$ cat config.mk
export PLATFORM = sky130hd
export DESIGN_NAME = timer_channel_ctrl
export DESIGN_NICKNAME = d
export VERILOG_FILES = /design/src/timer_channel_pkg.sv /design/src/count_tick_gen.sv /design/src/timer_channel_ctrl.sv
export VERILOG_INCLUDE_DIRS = /design/src
export SDC_FILE = /design/constraint.sdc
export NUM_CORES = 1
export LEC_CHECK = 0
export BUFFER_PORTS_ARGS = -buffer_cell sky130_fd_sc_hd__buf_2
export CAP_MARGIN = 40
export CORE_UTILIZATION = 45
export CTS_CLUSTER_DIAMETER = 40
export DETAILED_ROUTE_END_ITERATION = 12
export PLACE_DENSITY = 0.72
export SETUP_SLACK_MARGIN = 0.5
export SLEW_MARGIN = 20
export SYNTH_ARGS = -nofsm -noshare
export SYNTH_HDL_FRONTEND = slang
export SYNTH_HIERARCHICAL = 1
export SYNTH_SLANG_ARGS = --single-unit
export TNS_END_PERCENT = 100
$ cat constraint.sdc
create_clock -name i_mclk -period 6.3 [get_ports i_mclk]
set_clock_uncertainty 0.05 [all_clocks]
set_input_delay 0.63 -clock i_mclk [delete_from_list [all_inputs] [get_ports i_mclk]]
set_output_delay 0.63 -clock i_mclk [all_outputs]
set_load 0.05 [all_outputs]
$ cat src/timer_channel_map.svh
// register map, field positions, reset values and prescaler taps of the timer channel
// Function
// - channel joins synchronous clearing only while its own sync bit holds 1
// - buffered register C or D never clears the counter through its clear source
// - buffered register produces no compare match and no input capture
// - pairing bit for B: 0 means B alone, 1 pairs B with D
// - buffered C or D ignores its pin mode and only buffers its partner
`ifndef TIMER_CHANNEL_MAP_SVH
`define TIMER_CHANNEL_MAP_SVH

// word indices on the bus; byte address is four times the index
`define TMR_CONTROL_IDX   16'hFE80
`define TMR_MODE_IDX      16'hFE81
`define TMR_SYNC_IDX      16'hFE82
`define TMR_IOSEL_IDX     16'hFE83
`define TMR_COUNTER_IDX   16'hFE84
`define TMR_GREG_A_IDX    16'hFE85
`define TMR_GREG_B_IDX    16'hFE86
`define TMR_GREG_C_IDX    16'hFE87
`define TMR_GREG_D_IDX    16'hFE88
`define TMR_STATUS_IDX    16'hFE89

// control register fields
`define CTRL_CLR_MSB      7
`define CTRL_CLR_LSB      5
`define CTRL_EDGE_MSB     4
`define CTRL_EDGE_LSB     3
`define CTRL_PSC_MSB      2
`define CTRL_PSC_LSB      0

// mode register fields
`define MODE_BFB_BIT      5
`define MODE_BFA_BIT      4
`define MODE_WR_MASK      8'h3F

// reset values
`define CTRL_RESET        8'h00
`define MODE_RESET        8'h00
`define SYNC_RESET        1'b0
`define IOSEL_RESET       4'h0
`define COUNTER_RESET     16'h0000
`define GREG_RESET        16'hFFFF

// prescaler taps: bit n of the free counter has a period of 2^(n+1) clocks
`define PSC_WIDTH         12
`define PSC_TAP_256       7
`define PSC_TAP_1024      9
`define PSC_TAP_4096      11

`endif

$ cat src/timer_channel_pkg.sv
// types shared by the timer channel files
package timer_channel_pkg;

   typedef enum logic [2:0] {
      CLR_NONE   = 3'h0,
      CLR_BY_A   = 3'h1,
      CLR_BY_B   = 3'h2,
      CLR_SYNC   = 3'h3,
      CLR_NONE_H = 3'h4,
      CLR_BY_C   = 3'h5,
      CLR_BY_D   = 3'h6,
      CLR_SYNC_H = 3'h7
   } clear_src_e;

   typedef enum logic [2:0] {
      PSC_INT_0  = 3'h0,
      PSC_INT_1  = 3'h1,
      PSC_INT_2  = 3'h2,
      PSC_INT_3  = 3'h3,
      PSC_EXT_A  = 3'h4,
      PSC_1024   = 3'h5,
      PSC_256    = 3'h6,
      PSC_4096   = 3'h7
   } prescale_e;

   typedef enum logic [1:0] {
      EDGE_RISE  = 2'h0,
      EDGE_FALL  = 2'h1,
      EDGE_BOTH  = 2'h2,
      EDGE_BOTH2 = 2'h3
   } count_edge_e;

endpackage

$ cat src/count_tick_gen.sv
// count clock selection and edge qualification for the channel counter
`timescale 1ns/1ps
`default_nettype none
`include "timer_channel_map.svh"

module count_tick_gen
   import timer_channel_pkg::*;
(
   // clock and reset
   input  wire logic       i_mclk,
   input  wire logic       i_reset_n,
   // selection
   input  wire logic [2:0] i_clock_prescale_sel,
   input  wire logic [1:0] i_count_edge_sel,
   input  wire logic       i_ext_clock_pin_a,
   // count event
   output logic            o_tick
);

   logic [`PSC_WIDTH-1:0] psc_q;
   logic [`PSC_WIDTH-1:0] psc_d;
   logic                  src_q;
   logic                  src_d;
   logic                  tick_q;
   logic                  tick_d;
   logic                  src_now;

   always_comb begin
      psc_d   = psc_q + `PSC_WIDTH'(1);
      src_now = 1'b0;
      case (prescale_e'(i_clock_prescale_sel))
         PSC_EXT_A: src_now = i_ext_clock_pin_a;
         PSC_1024:  src_now = psc_q[`PSC_TAP_1024];
         PSC_256:   src_now = psc_q[`PSC_TAP_256];
         PSC_4096:  src_now = psc_q[`PSC_TAP_4096];
         default:   src_now = 1'b0;
      endcase
      src_d = src_now;
      if (!i_clock_prescale_sel[2]) begin
         // low codes count on every clock, no edge to qualify
         tick_d = 1'b1;
      end else begin
         case (count_edge_e'(i_count_edge_sel))
            EDGE_RISE: tick_d = src_now & ~src_q;
            EDGE_FALL: tick_d = ~src_now & src_q;
            default:   tick_d = src_now ^ src_q;
         endcase
      end
   end

   always_ff @(posedge i_mclk or negedge i_reset_n) begin
      if (!i_reset_n) begin
         psc_q  <= '0;
         src_q  <= 1'b0;
         tick_q <= 1'b0;
      end else begin
         psc_q  <= psc_d;
         src_q  <= src_d;
         tick_q <= tick_d;
      end
   end

   assign o_tick = tick_q;

endmodule // count_tick_gen
`default_nettype wire

$ cat src/timer_channel_ctrl.sv
// one timer channel: counter, general registers, clear and buffer control, wishbone slave
//
// Chosen here: the Wishbone slave port.
`timescale 1ns/1ps
`default_nettype none
`include "timer_channel_map.svh"

module timer_channel_ctrl
   import timer_channel_pkg::*;
#(
   parameter int CNT_W = 16
)(
   // clock and reset
   input  wire logic             i_mclk,
   input  wire logic             i_reset_n,
   // wishbone slave
   input  wire logic             i_wb_cyc,
   input  wire logic             i_wb_stb,
   input  wire logic             i_wb_we,
   input  wire logic [17:2]      i_wb_adr,
   input  wire logic [31:0]      i_wb_dat,
   input  wire logic [3:0]       i_wb_sel,
   output logic      [31:0]      o_wb_dat,
   output logic                  o_wb_ack,
   // timer pins
   input  wire logic             i_ext_clock_pin_a,
   input  wire logic [3:0]       i_capture_pin,
   // synchronous clearing with other channels
   input  wire logic             i_sync_clear,
   output logic                  o_sync_clear,
   // channel state
   output logic      [CNT_W-1:0] o_channel_counter,
   output logic      [3:0]       o_match,
   output logic      [3:0]       o_capture
);

   // register state
   logic [7:0]       ctrl_q;
   logic [7:0]       ctrl_d;
   logic [7:0]       mode_q;
   logic [7:0]       mode_d;
   logic             sync_en_q;
   logic             sync_en_d;
   logic [3:0]       iosel_q;
   logic [3:0]       iosel_d;
   logic [CNT_W-1:0] cnt_q;
   logic [CNT_W-1:0] cnt_d;
   logic [CNT_W-1:0] greg_q [4];
   logic [CNT_W-1:0] greg_d [4];
   logic [7:0]       status_q;
   logic [7:0]       status_d;
   logic [3:0]       pin_q;
   logic [3:0]       match_q;
   logic [3:0]       match_d;
   logic [3:0]       cap_q;
   logic [3:0]       cap_d;
   logic             sync_out_q;
   logic             sync_out_d;
   logic             ack_q;
   logic             ack_d;
   logic [31:0]      rdat_q;
   logic [31:0]      rdat_d;

   // decoded controls and per-register events
   logic             tick;
   logic             pair_a_buffer_sel;
   logic             pair_b_buffer_sel;
   logic [3:0]       buffered;
   logic [3:0]       match_w;
   logic [3:0]       cap_w;
   logic [3:0]       hit_w;
   logic             own_clear;
   logic             ext_clear;
   logic             wr_stb;
   logic             rd_stb;
   clear_src_e       clear_source_sel;

   count_tick_gen u_tick (
      .i_mclk               (i_mclk),
      .i_reset_n            (i_reset_n),
      .i_clock_prescale_sel (ctrl_q[`CTRL_PSC_MSB:`CTRL_PSC_LSB]),
      .i_count_edge_sel     (ctrl_q[`CTRL_EDGE_MSB:`CTRL_EDGE_LSB]),
      .i_ext_clock_pin_a    (i_ext_clock_pin_a),
      .o_tick               (tick)
   );

   assign pair_a_buffer_sel = mode_q[`MODE_BFA_BIT];
   assign pair_b_buffer_sel = mode_q[`MODE_BFB_BIT];
   assign clear_source_sel  = clear_src_e'(ctrl_q[`CTRL_CLR_MSB:`CTRL_CLR_LSB]);

   // only C and D can act as buffers; A and B always keep their own duty
   assign buffered = {pair_b_buffer_sel, pair_a_buffer_sel, 2'b00};

   genvar gi;
   generate
      for (gi = 0; gi < 4; gi++) begin : g_event
         // a buffer register neither compares nor captures; its pin mode is ignored
         assign match_w[gi] = tick & ~iosel_q[gi] & (cnt_q == greg_q[gi])
                              & ~buffered[gi];
         assign cap_w[gi]   = iosel_q[gi] & i_capture_pin[gi] & ~pin_q[gi]
                              & ~buffered[gi];
         assign hit_w[gi]   = match_w[gi] | cap_w[gi];
      end
   endgenerate

   // clear source decode
   always_comb begin
      own_clear = 1'b0;
      ext_clear = 1'b0;
      case (clear_source_sel)
         CLR_BY_A:   own_clear = hit_w[0];
         CLR_BY_B:   own_clear = hit_w[1];
         CLR_BY_C:   own_clear = hit_w[2] & ~pair_a_buffer_sel;
         CLR_BY_D:   own_clear = hit_w[3] & ~pair_b_buffer_sel;
         CLR_SYNC,
         CLR_SYNC_H: ext_clear = sync_en_q & i_sync_clear;
         default:    own_clear = 1'b0;
      endcase
   end

   assign wr_stb = i_wb_cyc & i_wb_stb & i_wb_we & ack_q;
   assign rd_stb = i_wb_cyc & i_wb_stb & ~ack_q;

   function automatic logic [CNT_W-1:0] merge16(input logic [CNT_W-1:0] old_v,
                                                 input logic [31:0]      new_v,
                                                 input logic [3:0]       sel);
      logic [CNT_W-1:0] r;
      r = old_v;
      if (sel[0]) begin
         r[7:0] = new_v[7:0];
      end
      if (sel[1]) begin
         r[CNT_W-1:8] = new_v[CNT_W-1:8];
      end
      return r;
   endfunction

   // next state of the channel
   always_comb begin
      ctrl_d     = ctrl_q;
      mode_d     = mode_q;
      sync_en_d  = sync_en_q;
      iosel_d    = iosel_q;
      greg_d     = greg_q;
      match_d    = match_w;
      cap_d      = cap_w;
      sync_out_d = sync_en_q & own_clear;
      cnt_d      = tick ? cnt_q + CNT_W'(1) : cnt_q;
      if (own_clear | ext_clear) begin
         cnt_d = '0;
      end
      // input capture latches the current count
      for (int i = 0; i < 4; i++) begin
         if (cap_w[i]) begin
            greg_d[i] = cnt_q;
         end
      end
      // buffered pairs: compare reloads from the buffer, capture pushes old value into it
      if (pair_a_buffer_sel) begin
         if (match_w[0]) begin
            greg_d[0] = greg_q[2];
         end
         if (cap_w[0]) begin
            greg_d[2] = greg_q[0];
         end
      end
      if (pair_b_buffer_sel) begin
         if (match_w[1]) begin
            greg_d[1] = greg_q[3];
         end
         if (cap_w[1]) begin
            greg_d[3] = greg_q[1];
         end
      end
      // sticky flags: low nibble match, high nibble capture; set wins over clear
      status_d = status_q;
      if (wr_stb && i_wb_sel[0] && i_wb_adr == `TMR_STATUS_IDX) begin
         status_d = status_q & ~i_wb_dat[7:0];
      end
      status_d = status_d | {cap_w, match_w};
      // software writes
      if (wr_stb) begin
         case (i_wb_adr)
            `TMR_CONTROL_IDX: begin
               if (i_wb_sel[0]) begin
                  ctrl_d = i_wb_dat[7:0];
               end
            end
            `TMR_MODE_IDX: begin
               if (i_wb_sel[0]) begin
                  mode_d = i_wb_dat[7:0] & `MODE_WR_MASK;
               end
            end
            `TMR_SYNC_IDX: begin
               if (i_wb_sel[0]) begin
                  sync_en_d = i_wb_dat[0];
               end
            end
            `TMR_IOSEL_IDX: begin
               if (i_wb_sel[0]) begin
                  iosel_d = i_wb_dat[3:0];
               end
            end
            `TMR_COUNTER_IDX: cnt_d = merge16(cnt_q, i_wb_dat, i_wb_sel);
            `TMR_GREG_A_IDX:  greg_d[0] = merge16(greg_q[0], i_wb_dat, i_wb_sel);
            `TMR_GREG_B_IDX:  greg_d[1] = merge16(greg_q[1], i_wb_dat, i_wb_sel);
            `TMR_GREG_C_IDX:  greg_d[2] = merge16(greg_q[2], i_wb_dat, i_wb_sel);
            `TMR_GREG_D_IDX:  greg_d[3] = merge16(greg_q[3], i_wb_dat, i_wb_sel);
            default: ;
         endcase
      end
   end

   // bus answer: one wait cycle, unmapped reads return zero
   always_comb begin
      ack_d  = i_wb_cyc & i_wb_stb & ~ack_q;
      rdat_d = rdat_q;
      if (rd_stb) begin
         rdat_d = 32'h0000_0000;
         case (i_wb_adr)
            `TMR_CONTROL_IDX: rdat_d[7:0]       = ctrl_q;
            `TMR_MODE_IDX:    rdat_d[7:0]       = mode_q;
            `TMR_SYNC_IDX:    rdat_d[0]         = sync_en_q;
            `TMR_IOSEL_IDX:   rdat_d[3:0]       = iosel_q;
            `TMR_COUNTER_IDX: rdat_d[CNT_W-1:0] = cnt_q;
            `TMR_GREG_A_IDX:  rdat_d[CNT_W-1:0] = greg_q[0];
            `TMR_GREG_B_IDX:  rdat_d[CNT_W-1:0] = greg_q[1];
            `TMR_GREG_C_IDX:  rdat_d[CNT_W-1:0] = greg_q[2];
            `TMR_GREG_D_IDX:  rdat_d[CNT_W-1:0] = greg_q[3];
            `TMR_STATUS_IDX:  rdat_d[7:0]       = status_q;
            default:          rdat_d            = 32'h0000_0000;
         endcase
      end
   end

   always_ff @(posedge i_mclk or negedge i_reset_n) begin
      if (!i_reset_n) begin
         ctrl_q     <= `CTRL_RESET;
         mode_q     <= `MODE_RESET;
         sync_en_q  <= `SYNC_RESET;
         iosel_q    <= `IOSEL_RESET;
         cnt_q      <= `COUNTER_RESET;
         for (int i = 0; i < 4; i++) begin
            greg_q[i] <= `GREG_RESET;
         end
         status_q   <= 8'h00;
         pin_q      <= 4'h0;
         match_q    <= 4'h0;
         cap_q      <= 4'h0;
         sync_out_q <= 1'b0;
         ack_q      <= 1'b0;
         rdat_q     <= 32'h0000_0000;
      end else begin
         ctrl_q     <= ctrl_d;
         mode_q     <= mode_d;
         sync_en_q  <= sync_en_d;
         iosel_q    <= iosel_d;
         cnt_q      <= cnt_d;
         greg_q     <= greg_d;
         status_q   <= status_d;
         pin_q      <= i_capture_pin;
         match_q    <= match_d;
         cap_q      <= cap_d;
         sync_out_q <= sync_out_d;
         ack_q      <= ack_d;
         rdat_q     <= rdat_d;
      end
   end

   assign o_wb_ack          = ack_q;
   assign o_wb_dat          = rdat_q;
   assign o_sync_clear      = sync_out_q;
   assign o_channel_counter = cnt_q;
   assign o_match           = match_q;
   assign o_capture         = cap_q;

endmodule // timer_channel_ctrl
`default_nettype wire

**Word-level counts from Yosys, hierarchy flattened**

Cells that the tools add are included.

- Word-level logic and storage cells: 154
- Input bits: 63
- Output and inout port bits: 58
- Register bits: 151

- Muxes and demuxes: 33
- Equal/unequal tests: 35
- Add/sub/neg operators: 2
- Reductions and logical operators: 8
- Bitwise gates (word level): 52

Operators with widths:

| cell | number |
|---|---|
| 16-bit two-way mux | 20 |
| 16-bit equality test (second input constant) | 10 |
| 16-bit equality test | 4 |
| 64-bit two-way mux | 1 |
| 8-bit one-hot mux with 5 select lines | 1 |
| 4-bit one-hot mux with 8 select lines | 1 |
| 1-bit bitwise AND | 30 |
| 3-bit != test (second input constant) | 10 |
| 3-bit one-hot mux with 9 select lines | 1 |
| 8-bit two-way mux | 3 |
| 3-bit equality test (second input constant) | 7 |
| 16-bit by 1-bit adder with 16-bit output (second input constant) | 1 |
| 1-bit inverter | 13 |
| 12-bit by 1-bit adder with 12-bit output (second input constant) | 1 |
| 3-bit AND reduction | 4 |
| 1-bit one-hot mux with 10 select lines | 1 |
| 8-bit bitwise AND | 1 |
| 8-bit inverter | 1 |
| 8-bit bitwise OR | 1 |
| 1-bit one-hot mux with 4 select lines | 2 |
| 3-bit by 2-bit equality test with 1-bit output (second input constant) | 2 |
| 1-bit bitwise OR | 5 |
| 3-bit by 1-bit equality test with 1-bit output (second input constant) | 1 |
| 2-bit by 1-bit equality test with 1-bit output (second input constant) | 1 |
| 6 further kinds | 8 |

**Longest topological paths before layout**

Gate-level depths: netlist of the first run.

- Depth in word-level cells: 11
- Mapped depth: 10
- Gate-level depth less buffers: 8

**Cells and area by module**

The synthesis of the first run kept the hierarchy.

Modules (own cells, without submodules):

| module | times used | sequential area each (sq um) | area an instance (sq um) | cells each |
|---|---|---|---|---|
| timer_channel_ctrl | 1 | 3508.4 | 9614.2 | 1050 |
| count_tick_gen | 1 | 350.3 | 640.6 | 55 |

**Worst setup path before layout of the first run**

No wires, ideal clock.

- Path type: register to register
- Start: register cnt_q[0] (netlist: o_channel_counter[0])
- End: register cnt_q[14] (netlist: o_channel_counter[14])
- Clock period less this slack: 2432 ps
- Setup time: 137 ps
- Cell stages (with the launch flop): 9
- Setup slack: 3868 ps
- Data required time: 6113 ps
- Path buffers: 0
- Arrival: 2245 ps
- Cell sequence: dfrtp_1 ha_1 nand4_2 nor2_2 nand3_2 nor4_1 nand3_1 a31oi_1 o221ai_1

- Word-level cells in the longest chain between the ends: 10
- Elaborated cells on any way between the ends: 23
- Classes of those cells: add/sub: 1; eq/ne: 4; mux: 5; bitwise: 13

RTL lines:

| element | RTL line | source |
|---|---|---|
| start, declared | timer_channel_ctrl.sv:46 | `logic [CNT_W-1:0] cnt_q;` |
| start signal, assigned | timer_channel_ctrl.sv:242 | `` cnt_q <= `COUNTER_RESET; `` |
| start signal, assigned | timer_channel_ctrl.sv:258 | `cnt_q <= cnt_d;` |
| 16-bit equality test | timer_channel_ctrl.sv:98 | `assign match_w[gi] = tick & ~iosel_q[gi] & (cnt_q == greg_q[gi])` |
| 1-bit bitwise AND | timer_channel_ctrl.sv:98 |  |
| 1-bit bitwise AND | timer_channel_ctrl.sv:99 | `& ~buffered[gi];` |
| 1-bit bitwise OR | timer_channel_ctrl.sv:102 | `assign hit_w[gi] = match_w[gi] \| cap_w[gi];` |
| 1-bit bitwise AND, on equally long branches | timer_channel_ctrl.sv:114, timer_channel_ctrl.sv:113 |  |
| 1-bit one-hot mux with 4 select lines | timer_channel_ctrl.sv:110 | `case (clear_source_sel)` |
| 1-bit bitwise OR | timer_channel_ctrl.sv:149 | `if (own_clear \| ext_clear) begin` |
| 16-bit two-way mux * | timer_channel_ctrl.sv:149 |  |
| 16-bit two-way mux | timer_channel_ctrl.sv:183 | `case (i_wb_adr)` |
| 16-bit two-way mux * | timer_channel_ctrl.sv:182 | `if (wr_stb) begin` |

Mark *: on every way between the ends. The rest lies on a longest branch, timed or not.
A chain may end at the register's enable or synchronous reset.

**Worst setup path after layout of the first run**

- Start: register cnt_q[2] (netlist: o_channel_counter[2])
- End: register cnt_q[9] (netlist: o_channel_counter[9])

Same word-level chain as after synthesis.

==> results of run 1 <==
==> Yosys cell counts (13+ instances only) <==
library cell / number
nand2_1: 171
o211ai_1: 59
o21ai_0: 62
dfstp_2: 64
clkbuf_1: 42
buf_2: 23
nand3_1: 33
xnor2_1: 25
dfrtp_1: 87
mux2_2: 37
o21ai_1: 25
a22oi_1: 14
mux2i_1: 109
inv_1: 15
nor3_1: 15
nor2_1: 43
buf_4: 24
nand4_1: 17
xor2_1: 47
a22o_1: 13
==> through the flow <==
step	setup slack, ns	total power, W	hold slack [ns]	cell area, um^2	util (%)
after floorplan	3.868	0.001148	0.2844	10310	-
after global placement	2.563	0.001209	0.4010	10660	48.24
after detailed placement	2.775	0.001215	0.4096	10800	48.88
after CTS	3.224	0.002289	0.2541	11430	51.72
after global routing	2.973	0.002347	0.2511	11440	51.77
final	3.119	0.002282	0.2633	11440	51.77
==> cells in the final DEF, fill, tap and decap left out, types with 10 or more instances in the layout <==
cell         n
nand2_1    171
mux2i_1    109
dfrtp_1     87
buf_2       85
dfstp_2     64
o21ai_0     62
o211ai_1    59
xor2_1      47
nor2_1      43
mux2_2      37
nand3_1     33
xnor2_1     25
o21ai_1     25
nand4_1     17
clkbuf_16   17
conb_1      16
inv_1       15
nor3_1      14
a22oi_1     14
a22o_1      13
a21oi_1     11
a31oi_1     11
a221oi_1    11
nor4_1      10
buf_4       10
==> area by class of cell <==
class	instances	area, um^2	share of cell area, %
flip-flops and latches	151	3859	33.74
inverters	16	60.06	0.5251
well taps	280	350.3	3.063
clock inverters	15	191.4	1.674
multi-input cells	850	5892	51.52
clock buffers	17	425.4	3.720
repair buffers	105	659.4	5.765
==> routing by layer <==
layer / vias to the layer above / routed length, um / global-route usage, % / part of all wire, %
met3: 100 / 3393 / 5.982 / 10
met2: 556 / 14490 / 43.51 / 44
met5: - / 0 / 0 / 0
li1: 4062 / - / - / -
met4: 0 / 1385 / 12.84 / 4.2
met1: 4504 / 13510 / 39.33 / 41
==> what timing repair did <==
action	CTS	global route
setup endpoints to repair	0	0
endpoints found under the hold margin	5	0
hold buffers	1	0
==> power by group <==
group	internal (W)	switching, W	leakage, nW
clock	0.000576	0.000504	0.300
sequential	0.000979	0.0000222	1.80
combinational	0.0000603	0.000141	2.99
==> path summary, 6_finish.rpt <==
path / end / slack, ns / cells past startpoint / from
max in group asynchronous: o_channel_counter[6]$_DFFE_PN0P_ / 4.66 / 3 / i_reset_n
hold reg to reg: u_tick/psc_q[0]$_DFF_PN0_ / 0.42 / 1 / u_tick/psc_q[0]$_DFF_PN0_
setup / recovery: o_channel_counter[9]$_DFFE_PN0P_ / 3.12 / 7 / o_channel_counter[2]$_DFFE_PN0P_
min in group asynchronous: o_capture[0]$_DFF_PN0_ / 0.56 / 2 / i_reset_n
hold / removal: pin_q[0]$_DFF_PN0_ / 0.26 / 1 / i_capture_pin[0]
setup reg to reg: o_channel_counter[9]$_DFFE_PN0P_ / 3.12 / 7 / o_channel_counter[2]$_DFFE_PN0P_
==> registers in the layout, indices dropped and copies added, names as in the netlist, 4 cells and up <==
name,cells
o_match,4
ctrl_q,8
o_capture,4
u_tick/psc_q,12
mode_q,6
greg_q,64
pin_q,4
o_wb_dat,16
status_q,8
iosel_q,4
o_channel_counter,16
==> critical path, cell delays in order, from the launching register on <==
cell and delay [ns]:
dfrtp_1 0.79, inv_1 0.36, o2111a_1 0.35, nand2_1 0.13, o211ai_2 0.14, a31oi_4 0.59
nand2_2 0.31, o311ai_1 0.34
==> kinds of logic after synthesis <==
logic type / synth area share [%]
xor gates and xnor gates: 6.149
muxes: 14.92
other: 0.03657
AOI/OAI and AO/OA: 16.53
DFF: 37.63
buffers and inverters: 5.808
adders and majority gates: 0.4881
and+or+nand+nor: 18.44
==> flow_metrics.env, run 1 <==
export IMPL_antenna_left=0
export IMPL_grt_pass1_wl_um=51520
export IMPL_top_level_ports=121
export IMPL_n_antenna_cell=0
export IMPL_cp_max_fo=19
export IMPL_p_leak_nw=5.092
export IMPL_cts_tree="built"
export IMPL_ys_flop_type="dfrtp_1"
export IMPL_route_detailed_drc=0
export IMPL_grt_pass1_vias=8787
export IMPL_die_area_um2=23400
export IMPL_tightest_slew_ns=0.8499
export IMPL_start_util_pct=46.42
export IMPL_fillCellCount=1996
export IMPL_synth_area_um2=10250
export IMPL_worst_ep_arrival_time_ns=3.46
export IMPL_max_freq_mhz=314.3
export IMPL_irDropWorstVdd_mv=0.1917
export IMPL_outcome="complete, no violations"
export IMPL_maxCapViolations=0
export IMPL_grtUsageTotal_pct=28.66
export IMPL_core_um2=22090
export IMPL_rsz0062_at_grt="no"
export IMPL_cts_inserted_buffers=17
export IMPL_cts_repair_resized=0
export IMPL_synth_edf_count=0
export IMPL_worst_endpoint_required_ns=6.58
export IMPL_num_vias=9222
export IMPL_fin_crit_ns=3.181
export IMPL_ys_async_sr_fraction_pct=100.0
export IMPL_dp_hpwl_um=22690
export IMPL_finalCritPeriodShare_pct=50.50
export IMPL_nets=1208
export IMPL_grt_overflow_total=0
export IMPL_path_clk_slew_ns=0.07
export IMPL_maxSlewViolCount=0
export IMPL_synth_cell_type_count=75
export IMPL_cts_buffer_depth=2
export IMPL_maxSlewHeadroom_pct=43.34
export IMPL_cts_setup_buffers=0
export IMPL_numPortBuffers=86
export IMPL_hold_violations=0
export IMPL_syn_avg_cell_area_um2=9.280
export IMPL_dr_pass1_iters=6
export IMPL_drive_gt1_share_pct=23.92
export IMPL_routed_wl_um=32780
export IMPL_power_density_nw_per_um2=199.5
export IMPL_drt_iter0_drc=1115
export IMPL_cp_start_kind="flip-flop"
export IMPL_via_per_inst=6.431
export IMPL_syn2layout_area_growth_pct=11.53
export IMPL_yosysTopAreaCellShare_pct=21.23
export IMPL_stdcell_count=1434
export IMPL_place_inst=1400
export IMPL_insertion_delay_ns=0.44
export IMPL_hold_class="in -> reg"
export IMPL_ys_ff_latch=151
export IMPL_place_congestion=0.9364
export IMPL_synth_seq_area_share_pct=37.63
export IMPL_finalSetupViolCount=0
export IMPL_wl_per_cell_um=22.86
export IMPL_yosysTopAreaCell="dfrtp_1"
export IMPL_cts_htree_levels=4
export IMPL_ys_warn_count=6
export IMPL_clkSinkCount=151
export IMPL_antenna_found_initial=0
export IMPL_netlist_instances=1105
export IMPL_cp_end_kind="flip-flop"
export IMPL_die_h_um=153.0
export IMPL_path_class="reg -> reg"
export IMPL_row_count=54
export IMPL_fin_tns_setup_ns=0
export IMPL_ctsRootBufferMaster="clkbuf_16"
export IMPL_synth_area_top_cells="dfrtp_1, dfstp_2, mux2i_1"
export IMPL_die_w_um=153.0
export IMPL_grt_max_degree=81
Note: power is estimated with default switching activity, not from simulation.
==> run 2, diff against run 1 <==
--- a/config.mk
+++ b/config.mk
@@ -6,6 +6,7 @@
 export SDC_FILE = /design/constraint.sdc
 export NUM_CORES = 1
 export LEC_CHECK = 0
+export ABC_AREA = 1
 export BUFFER_PORTS_ARGS = -buffer_cell sky130_fd_sc_hd__buf_2
 export CAP_MARGIN = 40
 export CORE_UTILIZATION = 45
==> constraint.sdc (replaced) <==
create_clock -name i_mclk -period 3 [get_ports i_mclk]
set_clock_uncertainty 0.05 [all_clocks]
set_input_delay 0.3 -clock i_mclk [delete_from_list [all_inputs] [get_ports i_mclk]]
set_output_delay 0.3 -clock i_mclk [all_outputs]
set_load 0.05 [all_outputs]
==> run 2 against run 1 <==
  * Die area grew 2.7%
  * Critical path depth grew 7
  * Fmax grew 32%
  * Final cell count grew 33%
  * Global-route usage grew 5.7 points
  * Via count grew 26%
  * Sequential share of layout area shrank 1.5 points
  * Critical endpoint is now o_channel_counter[6]$_DFFE_PN0P_
==> flow_metrics.env, run 2 <==
export IMPL_dr_pass1_iters=7
export IMPL_path_clk_slew_ns=0.07
export IMPL_grt_max_degree=66
export IMPL_max_stage_delay_ns=0.39
export IMPL_maxSlewHeadroom_pct=52.54
export IMPL_cts_buffer_depth=2
export IMPL_drt_iter0_drc=1417
export IMPL_syn2layout_area_growth_pct=13.92
export IMPL_n_antenna_cell=0
export IMPL_most_common_layout_cells="nand2_1, nor2_1, inv_1"
export IMPL_nets=1645
export IMPL_cts_tree="built"
export IMPL_tightest_slew_ns=0.7075
export IMPL_rsz0062_at_grt="no"
export IMPL_die_w_um=155.0
export IMPL_final_cell_area_um2=12000
export IMPL_syn_avg_cell_area_um2=7.041
export IMPL_irDropWorstVdd_mv=0.2804
export IMPL_maxSlewViolCount=0
export IMPL_yosysTopAreaCell="dfrtp_1"
export IMPL_outcome="complete, no violations"
export IMPL_power_total_w=0.004913
export IMPL_synth_cell_type_count=46
export IMPL_top_level_ports=121
export IMPL_post_route_util_pct=52.68
export IMPL_cts_inserted_buffers=17
export IMPL_final_common_cell="nand2_1"
export IMPL_largest_register_ffs=64
export IMPL_worst_endpoint_required_ns=3.29
export IMPL_power_density_nw_per_um2=409.4
export IMPL_grt_pass1_vias=10640
export IMPL_via_per_inst=6.120
export IMPL_synth_edf_count=0
export IMPL_synth_area_um2=10530
export IMPL_route_detailed_drc=0
export IMPL_p_leak_nw=5.478
export IMPL_grt_overflow_total=0
export IMPL_die_h_um=155.0
export IMPL_maxCapViolations=0
export IMPL_ctsRootBufferMaster="clkbuf_16"
export IMPL_ys_warn_count=6
export IMPL_hold_class="in -> reg"
export IMPL_num_vias=11650
export IMPL_finalCritPeriodShare_pct=80.36
export IMPL_dp_hpwl_um=29970
export IMPL_place_congestion=1.002
export IMPL_cp_end_kind="flip-flop"
export IMPL_fillCellCount=2205
export IMPL_cts_setup_buffers=0
export IMPL_finalSetupViolCount=0
export IMPL_routed_wl_um=40770
export IMPL_critPathTopFamily="simple AND/OR/NAND/NOR gates"
export IMPL_antenna_found_initial=0
export IMPL_grt_pass1_wl_um=61780
export IMPL_synth_seq_area_share_pct=36.64
export IMPL_place_area_um2=11330
export IMPL_path_class="reg -> reg"
export IMPL_grtUsageTotal_pct=34.38
export IMPL_cts_htree_levels=4
export IMPL_place_inst=1867
export IMPL_numPortBuffers=86
export IMPL_die_area_um2=24020
export IMPL_row_count=55
export IMPL_stdcell_count=1904
export IMPL_crit_slowest_cell="dfrtp_1"
export IMPL_top_register="greg_q"
export IMPL_ys_flop_type="dfrtp_1"
export IMPL_cp_max_fo=10
export IMPL_max_freq_mhz=414.8
export IMPL_synth_most_common_cell="nand2_1"
export IMPL_fin_tns_setup_ns=0
export IMPL_start_util_pct=46.24
export IMPL_wl_per_cell_um=21.41
export IMPL_ys_ff_latch=151
export IMPL_worst_ep_arrival_time_ns=2.70
export IMPL_ys_top_cells_by_count="nand2_1, nor2_1, inv_1"
export IMPL_yosysTopAreaCellShare_pct=20.67
export IMPL_rrSetupSlack_ns=0.59
export IMPL_netlist_instances=1496
export IMPL_ys_async_sr_fraction_pct=100.0
export IMPL_core_um2=22780
export IMPL_synth_area_top_cells="dfrtp_1, dfstp_2, nand2_1"
export IMPL_fin_crit_ns=2.411
export IMPL_insertion_delay_ns=0.45
export IMPL_critical_path_buf_inv_count=2
export IMPL_cp_start_kind="flip-flop"
export IMPL_clkSinkCount=151
export IMPL_drive_gt1_share_pct=17.72
export IMPL_crit_top_cell="nand2_1"
export IMPL_path_cells="inv_1, nor2_1, nor2_1, nand2_1, nor2_1, nand3_1, nand2_1, nand2_1, nand3_1, nand2_1, nand2_2, inv_2, nand2_1, nand2_1"
export IMPL_antenna_left=0
export IMPL_hold_violations=0
==> run 2: changes by cell type in the layout (fill, tap and decap cells not counted), moves of 43 or more <==
cell,delta
inv_1,+125
mux2i_1,-108
nand2_1,+232
nand3_1,+83
nor2_1,+102
o21ai_0,+45
o221ai_1,+43
==> run 2: worst paths after layout <==
| path | start | endpoint | cells after the start |
|---|---|---|---|
| max | o_channel_counter[6]$_DFFE_PN0P_ | o_channel_counter[6]$_DFFE_PN0P_ | 14 |
| min | i_wb_dat[11] | greg_q[27]$_DFFE_PN1P_ | 3 |
| max reg2reg | o_channel_counter[6]$_DFFE_PN0P_ | o_channel_counter[6]$_DFFE_PN0P_ | 14 |
| min reg2reg | pin_q[0]$_DFF_PN0_ | o_capture[0]$_DFF_PN0_ | 1 |
| max in group asynchronous | i_reset_n | greg_q[38]$_DFFE_PN1P_ | 3 |
| min in group asynchronous | i_reset_n | u_tick/psc_q[8]$_DFF_PN0_ | 2 |
==> run 2: metrics by stage <==
stage	hold slack, ns	worst slack [ns]
final	0.04798	0.5893
after detailed placement	0.2562	0.5521
after global placement	0.2564	0.5563
after floorplan	-0.04559	0.7854
after global routing	0.07356	0.5051
after CTS	0.04538	0.5341
==> run 2: cells by family after synthesis <==
group	after synthesis	share of synthesized area [%]
AOI/OAI and AO/OA	300	19.35
adders and majority gates	4	0.4752
DFF	151	36.64
muxes	1	0.09504
other	1	0.03560
and+or+nand+nor	763	31.24
xor gates and xnor gates	25	2.079
buffers and inverters	251	10.09
==> run 2: final cells by class <==
| type | count | area [um^2] | area share [%] |
|---|---|---|---|
| Clock buffer | 17 | 425.4 | 3.545 |
| Multi-Input combinational cell | 1109 | 5675 | 47.30 |
| Sequential cell | 151 | 3869 | 32.24 |
| Inverter | 161 | 606.8 | 5.057 |
| Clock inverter | 15 | 178.9 | 1.491 |
| Tap cell | 313 | 391.6 | 3.264 |
| Timing Repair Buffer | 138 | 852.1 | 7.101 |
==> run 2: timing repair <==
item	in CTS	in global routing
hold buffers	5	0
hold endpoints to repair	44	0
setup endpoints to repair	0	18
gates resized for setup	0	9
==> run 2: report_power, final <==
group          switching, W  total (W)  internal (W)
sequential        0.0000454    0.00212       0.00207
clock               0.00109    0.00221       0.00112
combinational      0.000446   0.000583      0.000137
total               0.00158    0.00491       0.00333
==> run 2: worst min-delay path, stage by stage <==
cell      delay [ns]
buf_2           0.09
nand3_1         0.06
o221ai_1        0.07
==> run 2: metal layers <==
metal / part of all wire (%) / routed length (um) / GRT usage (%)
met1: 41 / 16920 / 46.43
met4: 5.5 / 2258 / 19.28
met3: 9.6 / 3915 / 4.847
met2: 43 / 17680 / 52.98
met5: 0 / 0 / 0
